## config.mk

```make
export PLATFORM = sky130hd
export DESIGN_NAME = tpw_timer_capture
export DESIGN_NICKNAME = d
export VERILOG_FILES = /design/src/rtl/tpw_pkg.sv /design/src/rtl/tpw_timer_capture.sv
export SDC_FILE = /design/constraint.sdc
export NUM_CORES = 1
export LEC_CHECK = 0
export ABC_AREA = 1
export BUFFER_PORTS_ARGS = -buffer_cell sky130_fd_sc_hd__buf_2
export CORE_MARGIN = 4
export CORE_UTILIZATION = 54
export DETAILED_ROUTE_END_ITERATION = 7
export PLACE_DENSITY = 0.76
export SLEW_MARGIN = 20
export SYNTH_ARGS = -nofsm -noshare
export SYNTH_HDL_FRONTEND = slang
export SYNTH_SLANG_ARGS = --single-unit
```

## constraint.sdc

```tcl
create_clock -name core_clk -period 4 [get_ports core_clk]
set_clock_uncertainty 0.05 [all_clocks]
set_input_delay 0.4 -clock core_clk [delete_from_list [all_inputs] [get_ports core_clk]]
set_output_delay 0.4 -clock core_clk [all_outputs]
set_load 0.02 [all_outputs]
```

## src/rtl/tpw_pkg.sv

```systemverilog
// Purpose: Constants for the pulse-width capture timer block
// Assumes: Avalon-MM slave with 32-bit data, word-aligned registers
// Notes:   Offsets are byte addresses
package tpw_pkg;
  localparam logic [7:0]  OFS_COUNT   = 8'h00;
  localparam logic [7:0]  OFS_CAP_A   = 8'h04;
  localparam logic [7:0]  OFS_CAP_B   = 8'h08;
  localparam logic [7:0]  OFS_MODE    = 8'h0c;
  localparam logic [7:0]  OFS_OUTCTL  = 8'h10;
  localparam logic [7:0]  OFS_CAPCTL  = 8'h14;
  localparam logic [7:0]  OFS_IRQ     = 8'h18;
  // Mode register fields
  localparam int          MODE_LO_BIT = 0;
  localparam int          MODE_HI_BIT = 1;
  localparam int          OVF_BIT     = 2;
  localparam logic [1:0]  MODE_STOP   = 2'h0;
  localparam logic [1:0]  MODE_FREE   = 2'h1;
  localparam logic [1:0]  MODE_CLRST  = 2'h2;
  // Output control fields
  localparam int          LVR_BIT     = 0;
  localparam int          LVS_BIT     = 1;
  localparam int          TGLB_BIT    = 2;
  // Capture control fields
  localparam int          SELA_B_BIT  = 0;
  localparam int          REVA_BIT    = 1;
  localparam int          EDGA_LO     = 2;
  localparam int          EDGB_LO     = 4;
  // Edge select codes
  localparam logic [1:0]  EDGE_FALL   = 2'h0;
  localparam logic [1:0]  EDGE_RISE   = 2'h1;
  localparam logic [1:0]  EDGE_BOTH   = 2'h3;
  // Irq register fields
  localparam int          IRQA_BIT    = 0;
  localparam int          IRQB_BIT    = 1;
  localparam int          MSKA_BIT    = 2;
  localparam int          MSKB_BIT    = 3;
  // Reset values and counter maximum
  localparam logic [15:0] CNT_RST     = 16'h0000;
  localparam logic [15:0] CNT_MAX     = 16'hffff;
  localparam logic [15:0] CAP_RST     = 16'h0000;
  localparam logic [3:0]  CAPCTL_RST  = 4'h0;
  localparam logic [1:0]  IRQMSK_RST  = 2'h3;
endpackage : tpw_pkg

```

## src/rtl/tpw_timer_capture.sv

```systemverilog
// Purpose: 16-bit timer with two capture/compare registers for pulse width
// Assumes: core_clk is the count clock; trigger pins are asynchronous
// Notes:   Interval, pulse generator and one-shot modes are not built
//
// Design decisions made here: the address map and the Avalon-MM register port.
`timescale 1ns/1ps

// Overview of operation
// RULE1: Mode 01 counts freely, never cleared
// RULE2: Trigger A valid edge captures into B
// RULE3: Trigger B edge captures into A
// RULE4: Edge detectors allow both edges valid
// RULE5: Reverse phase: A captures opposite edge (code: with the both-edge setting A captures nothing)
// RULE6: Mode 10 is clear-and-start on A
// RULE7: Clear-and-start edge stores B, clears counter
// RULE8: Overflow flag sticky until software clears
// RULE9: Software adds 10000H for overflowed period
// RULE10: Software ignores borrow across wraps
// RULE11: Count read never disturbs counting
// RULE12: A trigger selectable; B always from A
// RULE13: Capture raises interrupt; software reads register
// RULE14: No compare rewrite while running
// RULE15: Duty rewrite only right after match
// RULE16: Software follows masked rewrite sequence
// RULE17: Toggle enable low blocks match-B inversion
// RULE18: Level bits set output while stopped
// RULE19: Level pair: keep, low, high, prohibited
// RULE20: Software keeps level bits zero normally
// RULE21: Overflow sets flag, wraps, keeps counting
// RULE22: Interrupt pulse one clock after capture
// RULE23: Edge needs two equal samples
// RULE24: Reverse capture silent; B edge interrupts
// RULE25: New capture overwrites older value
module tpw_timer_capture
  import tpw_pkg::*;
(
  // Clock and reset
  input  wire logic        core_clk,
  input  wire logic        rst_b,
  input  wire logic        clk_en,
  // Avalon-MM slave
  input  wire logic [7:0]  avs_address,
  input  wire logic        avs_read,
  input  wire logic        avs_write,
  input  wire logic [31:0] avs_writedata,
  output logic      [31:0] avs_readdata,
  output logic             avs_waitrequest,
  // Board pins
  input  wire logic        trigger_input_a,
  input  wire logic        trigger_input_b,
  output logic             timer_output_pin,
  // Interrupt requests
  output logic             match_a_irq,
  output logic             match_b_irq
);

  // Edge decode shared by both trigger inputs
  function automatic logic edge_hit(input logic [1:0] sel, input logic prev,
                                    input logic cur);
    logic rise;
    logic fall;
    rise = cur & ~prev;
    fall = ~cur & prev;
    case (sel)
      EDGE_FALL: edge_hit = fall;
      EDGE_RISE: edge_hit = rise;
      EDGE_BOTH: edge_hit = rise | fall;
      default:   edge_hit = 1'b0;
    endcase
  endfunction : edge_hit

  logic [15:0] timer_count_r;
  logic [15:0] capture_compare_a_r;
  logic [15:0] capture_compare_b_r;
  logic [1:0]  mode_r;
  logic        overflow_flag_r;
  logic        match_b_toggle_enable_r;
  logic [1:0]  level_r;
  logic [5:0]  capctl_r;
  logic [1:0]  irq_mask_r;
  logic [1:0]  irq_flag_r;
  logic [1:0]  sync_a_r;
  logic [1:0]  sync_b_r;
  logic [1:0]  smp_a_r;
  logic [1:0]  smp_b_r;
  logic        lvl_a_r;
  logic        lvl_b_r;
  logic        cap_a_ev_r;
  logic        cap_b_ev_r;
  logic        ack_r;
  logic        running;
  logic        edge_a;
  logic        edge_a_rev;
  logic        edge_b;
  logic        do_cap_a;
  logic        irq_a_ev;
  logic        wr_cycle;
  logic        rd_cycle;
  logic [31:0] rd_nxt;

  assign running  = mode_r != MODE_STOP;
  // Writes land on the edge where waitrequest is seen low, not before
  assign wr_cycle = avs_write & ack_r & clk_en;
  assign rd_cycle = avs_read & ~ack_r & clk_en;

  // Two-stage synchronisers on the pins
  always_ff @(posedge core_clk or negedge rst_b) begin
    if (!rst_b) begin
      sync_a_r <= 2'h0;
      sync_b_r <= 2'h0;
    end else if (clk_en) begin
      sync_a_r <= {sync_a_r[0], trigger_input_a};
      sync_b_r <= {sync_b_r[0], trigger_input_b};
    end
  end

  // Filter: level accepted after two equal samples
  always_ff @(posedge core_clk or negedge rst_b) begin
    if (!rst_b) begin
      smp_a_r <= 2'h0;
      smp_b_r <= 2'h0;
      lvl_a_r <= 1'b0;
      lvl_b_r <= 1'b0;
    end else if (clk_en) begin
      smp_a_r <= {smp_a_r[0], sync_a_r[1]};
      smp_b_r <= {smp_b_r[0], sync_b_r[1]};
      if (smp_a_r[1] == smp_a_r[0]) lvl_a_r <= smp_a_r[0]; // RULE23
      if (smp_b_r[1] == smp_b_r[0]) lvl_b_r <= smp_b_r[0]; // RULE23
    end
  end

  // Both-edge setting supported on edge_a and edge_b; edge_a_rev turns code 11 into 10, which never hits
  assign edge_a     = running & edge_hit(capctl_r[EDGA_LO +: 2], lvl_a_r,
                      (smp_a_r[1] == smp_a_r[0]) ? smp_a_r[0] : lvl_a_r); // RULE4
  assign edge_a_rev = running & edge_hit(~capctl_r[EDGA_LO +: 2] & 2'h1 |
                      (capctl_r[EDGA_LO +: 2] & 2'h2), lvl_a_r,
                      (smp_a_r[1] == smp_a_r[0]) ? smp_a_r[0] : lvl_a_r); // RULE5
  assign edge_b     = running & edge_hit(capctl_r[EDGB_LO +: 2], lvl_b_r,
                      (smp_b_r[1] == smp_b_r[0]) ? smp_b_r[0] : lvl_b_r); // RULE4

  // Source for register A: pin B, or pin A in normal or reverse phase
  always_comb begin
    if (capctl_r[SELA_B_BIT]) begin
      do_cap_a = edge_b; // RULE3 RULE12
      irq_a_ev = edge_b;
    end else if (capctl_r[REVA_BIT]) begin
      do_cap_a = edge_a_rev; // RULE5
      irq_a_ev = edge_b;     // RULE24
    end else begin
      do_cap_a = edge_a; // RULE12
      irq_a_ev = edge_a;
    end
  end

  // Counter; mode 10 clears on a pin A edge
  always_ff @(posedge core_clk or negedge rst_b) begin
    if (!rst_b) begin
      timer_count_r <= CNT_RST;
    end else if (clk_en) begin
      if (!running) timer_count_r <= CNT_RST;
      else if (mode_r == MODE_CLRST && edge_a) timer_count_r <= CNT_RST; // RULE6 RULE7
      else timer_count_r <= timer_count_r + 16'h0001; // RULE1 RULE21
    end
  end

  // Overflow flag: hardware set wins over software clear
  always_ff @(posedge core_clk or negedge rst_b) begin
    if (!rst_b) begin
      overflow_flag_r <= 1'b0;
    end else if (clk_en) begin
      if (running && timer_count_r == CNT_MAX) overflow_flag_r <= 1'b1; // RULE8 RULE21
      else if (wr_cycle && avs_address == OFS_MODE && !avs_writedata[OVF_BIT])
        overflow_flag_r <= 1'b0; // RULE8
    end
  end

  // Captures overwrite older values and win over software writes
  always_ff @(posedge core_clk or negedge rst_b) begin
    if (!rst_b) begin
      capture_compare_a_r <= CAP_RST;
      capture_compare_b_r <= CAP_RST;
    end else if (clk_en) begin
      if (do_cap_a) capture_compare_a_r <= timer_count_r; // RULE3 RULE12 RULE25
      else if (wr_cycle && avs_address == OFS_CAP_A)
        capture_compare_a_r <= avs_writedata[15:0];
      if (edge_a) capture_compare_b_r <= timer_count_r; // RULE2 RULE7 RULE25
      else if (wr_cycle && avs_address == OFS_CAP_B)
        capture_compare_b_r <= avs_writedata[15:0];
    end
  end

  // Capture events delayed one clock to the interrupt
  always_ff @(posedge core_clk or negedge rst_b) begin
    if (!rst_b) begin
      cap_a_ev_r  <= 1'b0;
      cap_b_ev_r  <= 1'b0;
      match_a_irq <= 1'b0;
      match_b_irq <= 1'b0;
    end else if (clk_en) begin
      cap_a_ev_r  <= irq_a_ev;
      cap_b_ev_r  <= edge_a;
      match_a_irq <= cap_a_ev_r & ~irq_mask_r[0]; // RULE13 RULE22
      match_b_irq <= cap_b_ev_r & ~irq_mask_r[1]; // RULE13 RULE22
    end
  end

  // Pending flags: set wins over clear-by-zero write
  always_ff @(posedge core_clk or negedge rst_b) begin
    if (!rst_b) begin
      irq_flag_r <= 2'h0;
      irq_mask_r <= IRQMSK_RST;
    end else if (clk_en) begin
      if (wr_cycle && avs_address == OFS_IRQ) begin
        irq_mask_r <= avs_writedata[MSKB_BIT:MSKA_BIT];
        irq_flag_r <= irq_flag_r & avs_writedata[IRQB_BIT:IRQA_BIT]
                      | {cap_b_ev_r, cap_a_ev_r};
      end else begin
        irq_flag_r <= irq_flag_r | {cap_b_ev_r, cap_a_ev_r};
      end
    end
  end

  // Control registers
  always_ff @(posedge core_clk or negedge rst_b) begin
    if (!rst_b) begin
      mode_r                  <= MODE_STOP;
      match_b_toggle_enable_r <= 1'b0;
      level_r                 <= 2'h0;
      capctl_r                <= {2'h0, CAPCTL_RST};
    end else if (wr_cycle) begin
      if (avs_address == OFS_MODE)
        mode_r <= avs_writedata[MODE_HI_BIT:MODE_LO_BIT];
      if (avs_address == OFS_OUTCTL) begin
        match_b_toggle_enable_r <= avs_writedata[TGLB_BIT];
        level_r                 <= avs_writedata[LVS_BIT:LVR_BIT];
      end
      if (avs_address == OFS_CAPCTL) capctl_r <= avs_writedata[5:0];
    end
  end

  // Output pin: level bits act while stopped; 11 is ignored
  always_ff @(posedge core_clk or negedge rst_b) begin
    if (!rst_b) begin
      timer_output_pin <= 1'b0;
    end else if (clk_en) begin
      if (!running) begin
        case (level_r)
          2'h1:    timer_output_pin <= 1'b0; // RULE18 RULE19
          2'h2:    timer_output_pin <= 1'b1; // RULE18 RULE19
          default: timer_output_pin <= timer_output_pin; // RULE19
        endcase
      end else if (match_b_toggle_enable_r && timer_count_r == capture_compare_b_r) begin
        timer_output_pin <= ~timer_output_pin; // RULE17
      end
    end
  end

  // Read mux; count read has no side effect
  always_comb begin
    rd_nxt = 32'h0;
    case (avs_address)
      OFS_COUNT:  rd_nxt = {16'h0, timer_count_r}; // RULE11
      OFS_CAP_A:  rd_nxt = {16'h0, capture_compare_a_r};
      OFS_CAP_B:  rd_nxt = {16'h0, capture_compare_b_r};
      OFS_MODE:   rd_nxt = {29'h0, overflow_flag_r, mode_r};
      OFS_OUTCTL: rd_nxt = {29'h0, match_b_toggle_enable_r, level_r};
      OFS_CAPCTL: rd_nxt = {26'h0, capctl_r};
      OFS_IRQ:    rd_nxt = {28'h0, irq_mask_r, irq_flag_r};
      default:    rd_nxt = 32'h0;
    endcase
  end

  // Bus answer one clock after the request; unmapped reads zero
  always_ff @(posedge core_clk or negedge rst_b) begin
    if (!rst_b) begin
      ack_r        <= 1'b0;
      avs_readdata <= 32'h0;
    end else if (clk_en) begin
      ack_r <= (avs_read | avs_write) & ~ack_r;
      if (rd_cycle) avs_readdata <= rd_nxt;
    end
  end

  always_ff @(posedge core_clk or negedge rst_b) begin
    if (!rst_b) avs_waitrequest <= 1'b1;
    else if (clk_en) avs_waitrequest <= ~((avs_read | avs_write) & ~ack_r);
  end
endmodule : tpw_timer_capture

```

Yosys cells after proc, flatten, opt, wreduce, memory -nomap -nowiden
Index checks and enable logic that the tools add are counted.

word-level totals
  bits of input ports = 47
  flip-flop bits (word level) = 113
  word-level logic and storage cells = 125
  output and inout bits = 36

operators by class
  equal/unequal tests = 20
  bitwise gates (word level) = 31
  $add $sub $neg = 1
  reductions and logical operators = 27
  multiplexer cells = 22

operators by type and width
  cell                                                              number
  16-bit case mux with 7 select lines                               1
  16-bit 2-to-1 mux                                                 6
  8-bit by 5-bit == test with 1-bit output (second input constant)  3
  16-bit by 1-bit adder with 16-bit output (second input constant)  1
  16-bit == test                                                    1
  16-bit == test (second input constant)                            1
  8-bit by 4-bit == test with 1-bit output (second input constant)  2
  2-bit AND reduction                                               8
  1-bit AND                                                         14
  2-bit == test (second input constant)                             5
  1-bit 2-to-1 mux                                                  10
  1-bit inverter                                                    10
  1-bit case mux with 3 select lines                                3
  2-bit by 1-bit == test with 1-bit output (second input constant)  4
  8-bit by 3-bit == test with 1-bit output (second input constant)  1
  1-bit logical AND                                                 8
  8-bit logical NOT                                                 1
  2-bit nonzero test                                                4
  2-bit logical NOT                                                 3
  2-bit OR                                                          2
  1-bit OR                                                          3
  3-bit AND reduction                                               1
  3-bit nonzero test                                                1
  2-bit AND                                                         1
  6 further kinds                                                   7

Logic depth before layout (Yosys ltp)
  depth in word-level cells = 11
  depth in mapped cells = 15
  depth with buffers taken out = 14

Worst setup path after synthesis
No wires, ideal clock.

  path kind = reg2reg
  from = register lvl_b_r
  to = register capture_compare_a_r[0]
  cell stages (with the launch flop) = 14
  clock period less this slack = 2055 ps
  library setup time = 116 ps
  buffers on the path = 1
  path slack = 1945 ps
  arrival = 1889 ps
  required time = 3834 ps
  path through = dfrtp_1 inv_1 o21ai_0 o21a_1 ha_1 nand2_1 nand2_1 o21ai_1 nand3_2 nand4_4 nand2_4 buf_4 nand2_1 nand2_1

on the way
  word-level cells in the longest chain between the ends = 9
  elaborated cells on any way between the ends = 12
  those cells by class = mux (4); bitwise (6); reduce/logical (2)

ends and longest elaborated chain
  item                                  RTL line                  RTL
  start: declaration                    tpw_timer_capture.sv:87   logic lvl_b_r;
  start signal: assignment              tpw_timer_capture.sv:128  if (smp_b_r[1] == smp_b_r[0]) lvl_b_r <= smp_b_r[0];
  1-bit 2-to-1 mux                      n/a
  1-bit inverter                        tpw_timer_capture.sv:63   fall = ~cur & prev;
  1-bit AND                             tpw_timer_capture.sv:63
  1-bit OR                              tpw_timer_capture.sv:67   EDGE_BOTH: edge_hit = rise | fall;
  1-bit case mux with 3 select lines *  tpw_timer_capture.sv:64   case (sel)
  1-bit AND *                           tpw_timer_capture.sv:138  assign edge_b = running & edge_hit(capctl_r[EDGB_LO +: 2], lvl_b_r,
  1-bit 2-to-1 mux *                    tpw_timer_capture.sv:143  if (capctl_r[SELA_B_BIT]) begin
  2-bit nonzero test (no line)          n/a
  2-bit AND reduction (no line)         n/a
  end signal: assignment                tpw_timer_capture.sv:183  if (do_cap_a) capture_compare_a_r <= timer_count_r;
  end signal: assignment                tpw_timer_capture.sv:185  capture_compare_a_r <= avs_writedata[15:0];
  end: declaration                      tpw_timer_capture.sv:73   logic [15:0] capture_compare_a_r;

Every way passes the cells marked *; elsewhere a longest branch is shown, timed or not.
A chain may end at the register's enable or synchronous reset.

Final worst setup path
  from = register lvl_b_r
  to = register capture_compare_a_r[4]

The elaborated chain is that of the path after synthesis.

==> metrics.csv <==
stage;metric;value;unit
yosys;largest family of logic cells by synthesized area;simple AND/OR/NAND/NOR gates;
yosys;Yosys cell types;43;
sta;final number of setup-violating endpoints;0;
floorplanning;die area;0.0120;mm^2
critical_path;CP Capture Type;register;
yosys;Synth Warn #;0;
clock_tree;CTS Buf Count;9;
sta;Min Clock Period, post-route;2.86;ns
yosys;post-synthesis sequential area ratio;0.436;
pwr;maximum VDD drop;0.166;mV
detailed_routing;DRC violation count after routing;0;
yosys;Synth Area in Adders;0.00897;
clock_tree;clk buf depth;2;
detailed_routing;Initial DRC Count;526;
yosys;mux share of post-synthesis cell area;0;
global_routing;GRT overflow;0;
finish;area grow syn2layout;8.21;%
critical_path;crit start category;register;
clock_tree;CTS tree;yes;
sta;Hold Vio Cnt, Final;13;
job;# Max-Cap Violations;0;
sta;setup_tns;0;ns
yosys;Post-Synth XOR/XNOR Area;0.00942;
sta;RSZ-0062 raised after global routing;false;
finish;commonest non-fill, non-tap cell in the layout;nand2_1;
yosys;asr flop ratio synth;1.00;
clock_tree;post_cts resized;0;
clock_tree;Setup Buffers After CTS;0;
place;Post-DP HPWL;10200;um
global_routing;first-pass GRT wire length;24400;um
floorplanning;Ports;83;
critical_path;WP data arrival;3.13;ns
critical_path;cells on worst reg2reg path;13;
yosys;post-synthesis compound-gate area fraction;0.135;
clock_tree;clock slew at reported path FFs;0.09;ns
place;dpl cell area;0.00582;mm^2
clock_tree;clk_lat worst skew;0.38;ns
critical_path;CP required;4.27;ns
yosys;Yosys reg bits;97;
sta;measured slew at the worst slew-check pin;1.02;ns
global_routing;Total GRT Usage;0.261;
finish;FILL cells;912;
floorplanning;Chip Height;110;um
detailed_routing;vias;5291;
sta;final hold slack;-0.0237;ns
sta;Max Slew Vio Count;0;
detailed_routing;TritonRoute pass-1 iters;6;
yosys;Syn Std Cell Area;0.00558;mm^2
finish;fin nets;844;
finish;commonest cells after routing, fill and taps aside;nand2_1, dfrtp_1, o21ai_0;
critical_path;crit-path max FO;18;
floorplanning;initial core utilization;0.563;
pwr;PwrDens;332;mW/mm^2
sta;Final Cycle Share;0.716;
floorplanning;core area;0.00991;mm^2
clock_tree;H-Tree Depth;3;
pwr;leakage power;3.01;nW
clock_tree;hold buffer count at CTS;0;
detailed_routing;WL final;14700;um
status;failing checks;hold timing;
yosys;Synth Area in Simple Gates;0.310;
finish;layout cells sized above 1;0.124;
global_routing;largest net degree at the start of global routing;82;
place;gpl congestion;0.952;
clock_tree;CTS Root Cell;clkbuf_8;
detailed_routing;routed len/inst;15.8;um
global_routing;initial antenna violation count;0;
floorplanning;Die W;110;um
floorplanning;Row Count;36;
yosys;Synth Instances;756;
sta;Rel. slew slack;0.321;
finish;Antenna Cells;0;
status;status;finished with violations;
finish;Multi-input gate area;0.00265;mm^2
global_routing;vias in the first global route;5063;
place;Buffers on Ports;50;
yosys;ys flop type;dfrtp_1;
detailed_routing;Final ANT Viol Nets;0;
sta;Final WS setup;1.14;ns
yosys;Avg Inst Size Synth;7.38;um^2
finish;sequential cell area;0.00243;mm^2
finish;design area;0.00604;mm^2
clock_tree;TritonCTS Sinks;97;
sta;fmax;349;MHz
detailed_routing;vias per cell;5.68;
place;pre-CTS setup slack;1.22;ns
critical_path;critical path class;reg -> reg;
worst_hold_path;Hold Crit Class;in -> async;
yosys;Post-synth EDFFs;0;
-- report_power, final --
group / leakage [nW] / switching, mW / internal (mW)
sequential: 1.19 / 0.0375 / 1.03
clock: 0.105 / 0.359 / 0.339
combinational: 1.72 / 0.166 / 0.0718
-- critical path, cell delays in order, from the launching register on --
cell     delay, ns
dfrtp_1       0.38
inv_1         0.08
o21ai_0       0.14
o21a_1        0.18
ha_1          0.23
nand2_1       0.06
nand2_1       0.04
o21ai_1       0.20
nand3_2       0.50
nand4_4       0.30
nand2_4       0.19
inv_4         0.25
nand2_1       0.10
nand2_1       0.07
-- routing by layer --
layer,part of all wire,GRT usage,up-vias
met1,0.43,0.360,2464
met3,0.11,0.0669,34
met5,0,0,-
met4,0.021,0.115,0
met2,0.44,0.389,295
li1,-,-,2498
-- worst paths after layout --
check                                     start                endpoint  slack [ns]
worst max-delay path                    lvl_b_r  capture_compare_a_r[4]        1.14
worst min-delay path                      rst_b              smp_a_r[1]       -0.02
worst max register to register          lvl_b_r  capture_compare_a_r[4]        1.14
worst min register to register  avs_readdata[1]         avs_readdata[1]        0.44
max in group asynchronous                 rst_b  capture_compare_b_r[8]        3.14
min in group core_clk           trigger_input_a             sync_a_r[0]        0.18
-- synth_stat cells (3+ instances only) --
library cell    n  area [um^2]
a21oi_1        17         85.1
buf_2          11         55.1
buf_4          20          150
clkbuf_1        8         30.0
dfrtp_1        94         2350
dfstp_2         3         78.8
ha_1            4         50.1
inv_1          67          251
inv_2           8         30.0
nand2_1       265          995
nand3_1        30          150
nand3b_1        3         22.5
nand4_1        26          163
nor2_1         45          169
nor3_1          6         30.0
o211ai_1       17          128
o21a_1          3         22.5
o21ai_0        74          370
o21ai_1        13         65.1
o22ai_1         6         37.5
xor2_1          5         43.8
-- state kept, by name (all words and copies together) (netlist names), 2 cells and up --
register / flops
avs_readdata: 16
smp_b_r: 2
timer_count_r: 16
smp_a_r: 2
mode_r: 2
irq_mask_r: 2
capctl_r: 6
sync_a_r: 2
level_r: 2
capture_compare_a_r: 16
irq_flag_r: 2
sync_b_r: 2
capture_compare_b_r: 16
-- logic make-up after synthesis --
family,count (synthesis)
xor+xnor,6
flops,97
simple gates,393
buf+inv,120
fa+ha+maj,4
other cells,1
compound gates,135
-- through the flow --
stage                     hold WS, ns  instances  utilization  total power, mW
final                         -0.0237        931        0.609             2.01
after global placement          0.410        915        0.587             1.31
after floorplan                0.0544        771            -             1.25
after CTS                       0.171        931        0.609             2.01
after detailed placement        0.415        915        0.587             1.32
after global routing           0.0750        931        0.609             2.09
-- cell type report --
cell class,instances,share of cell area
Multi-Input combinational cell,554,0.438
Sequential cell,97,0.403
Inverter,77,0.0483
Timing Repair Buffer,54,0.0475
Tap cell,133,0.0276
Clock buffer,12,0.0274
Clock inverter,4,0.00829
No activity file was read; power rests on OpenSTA's default activity.
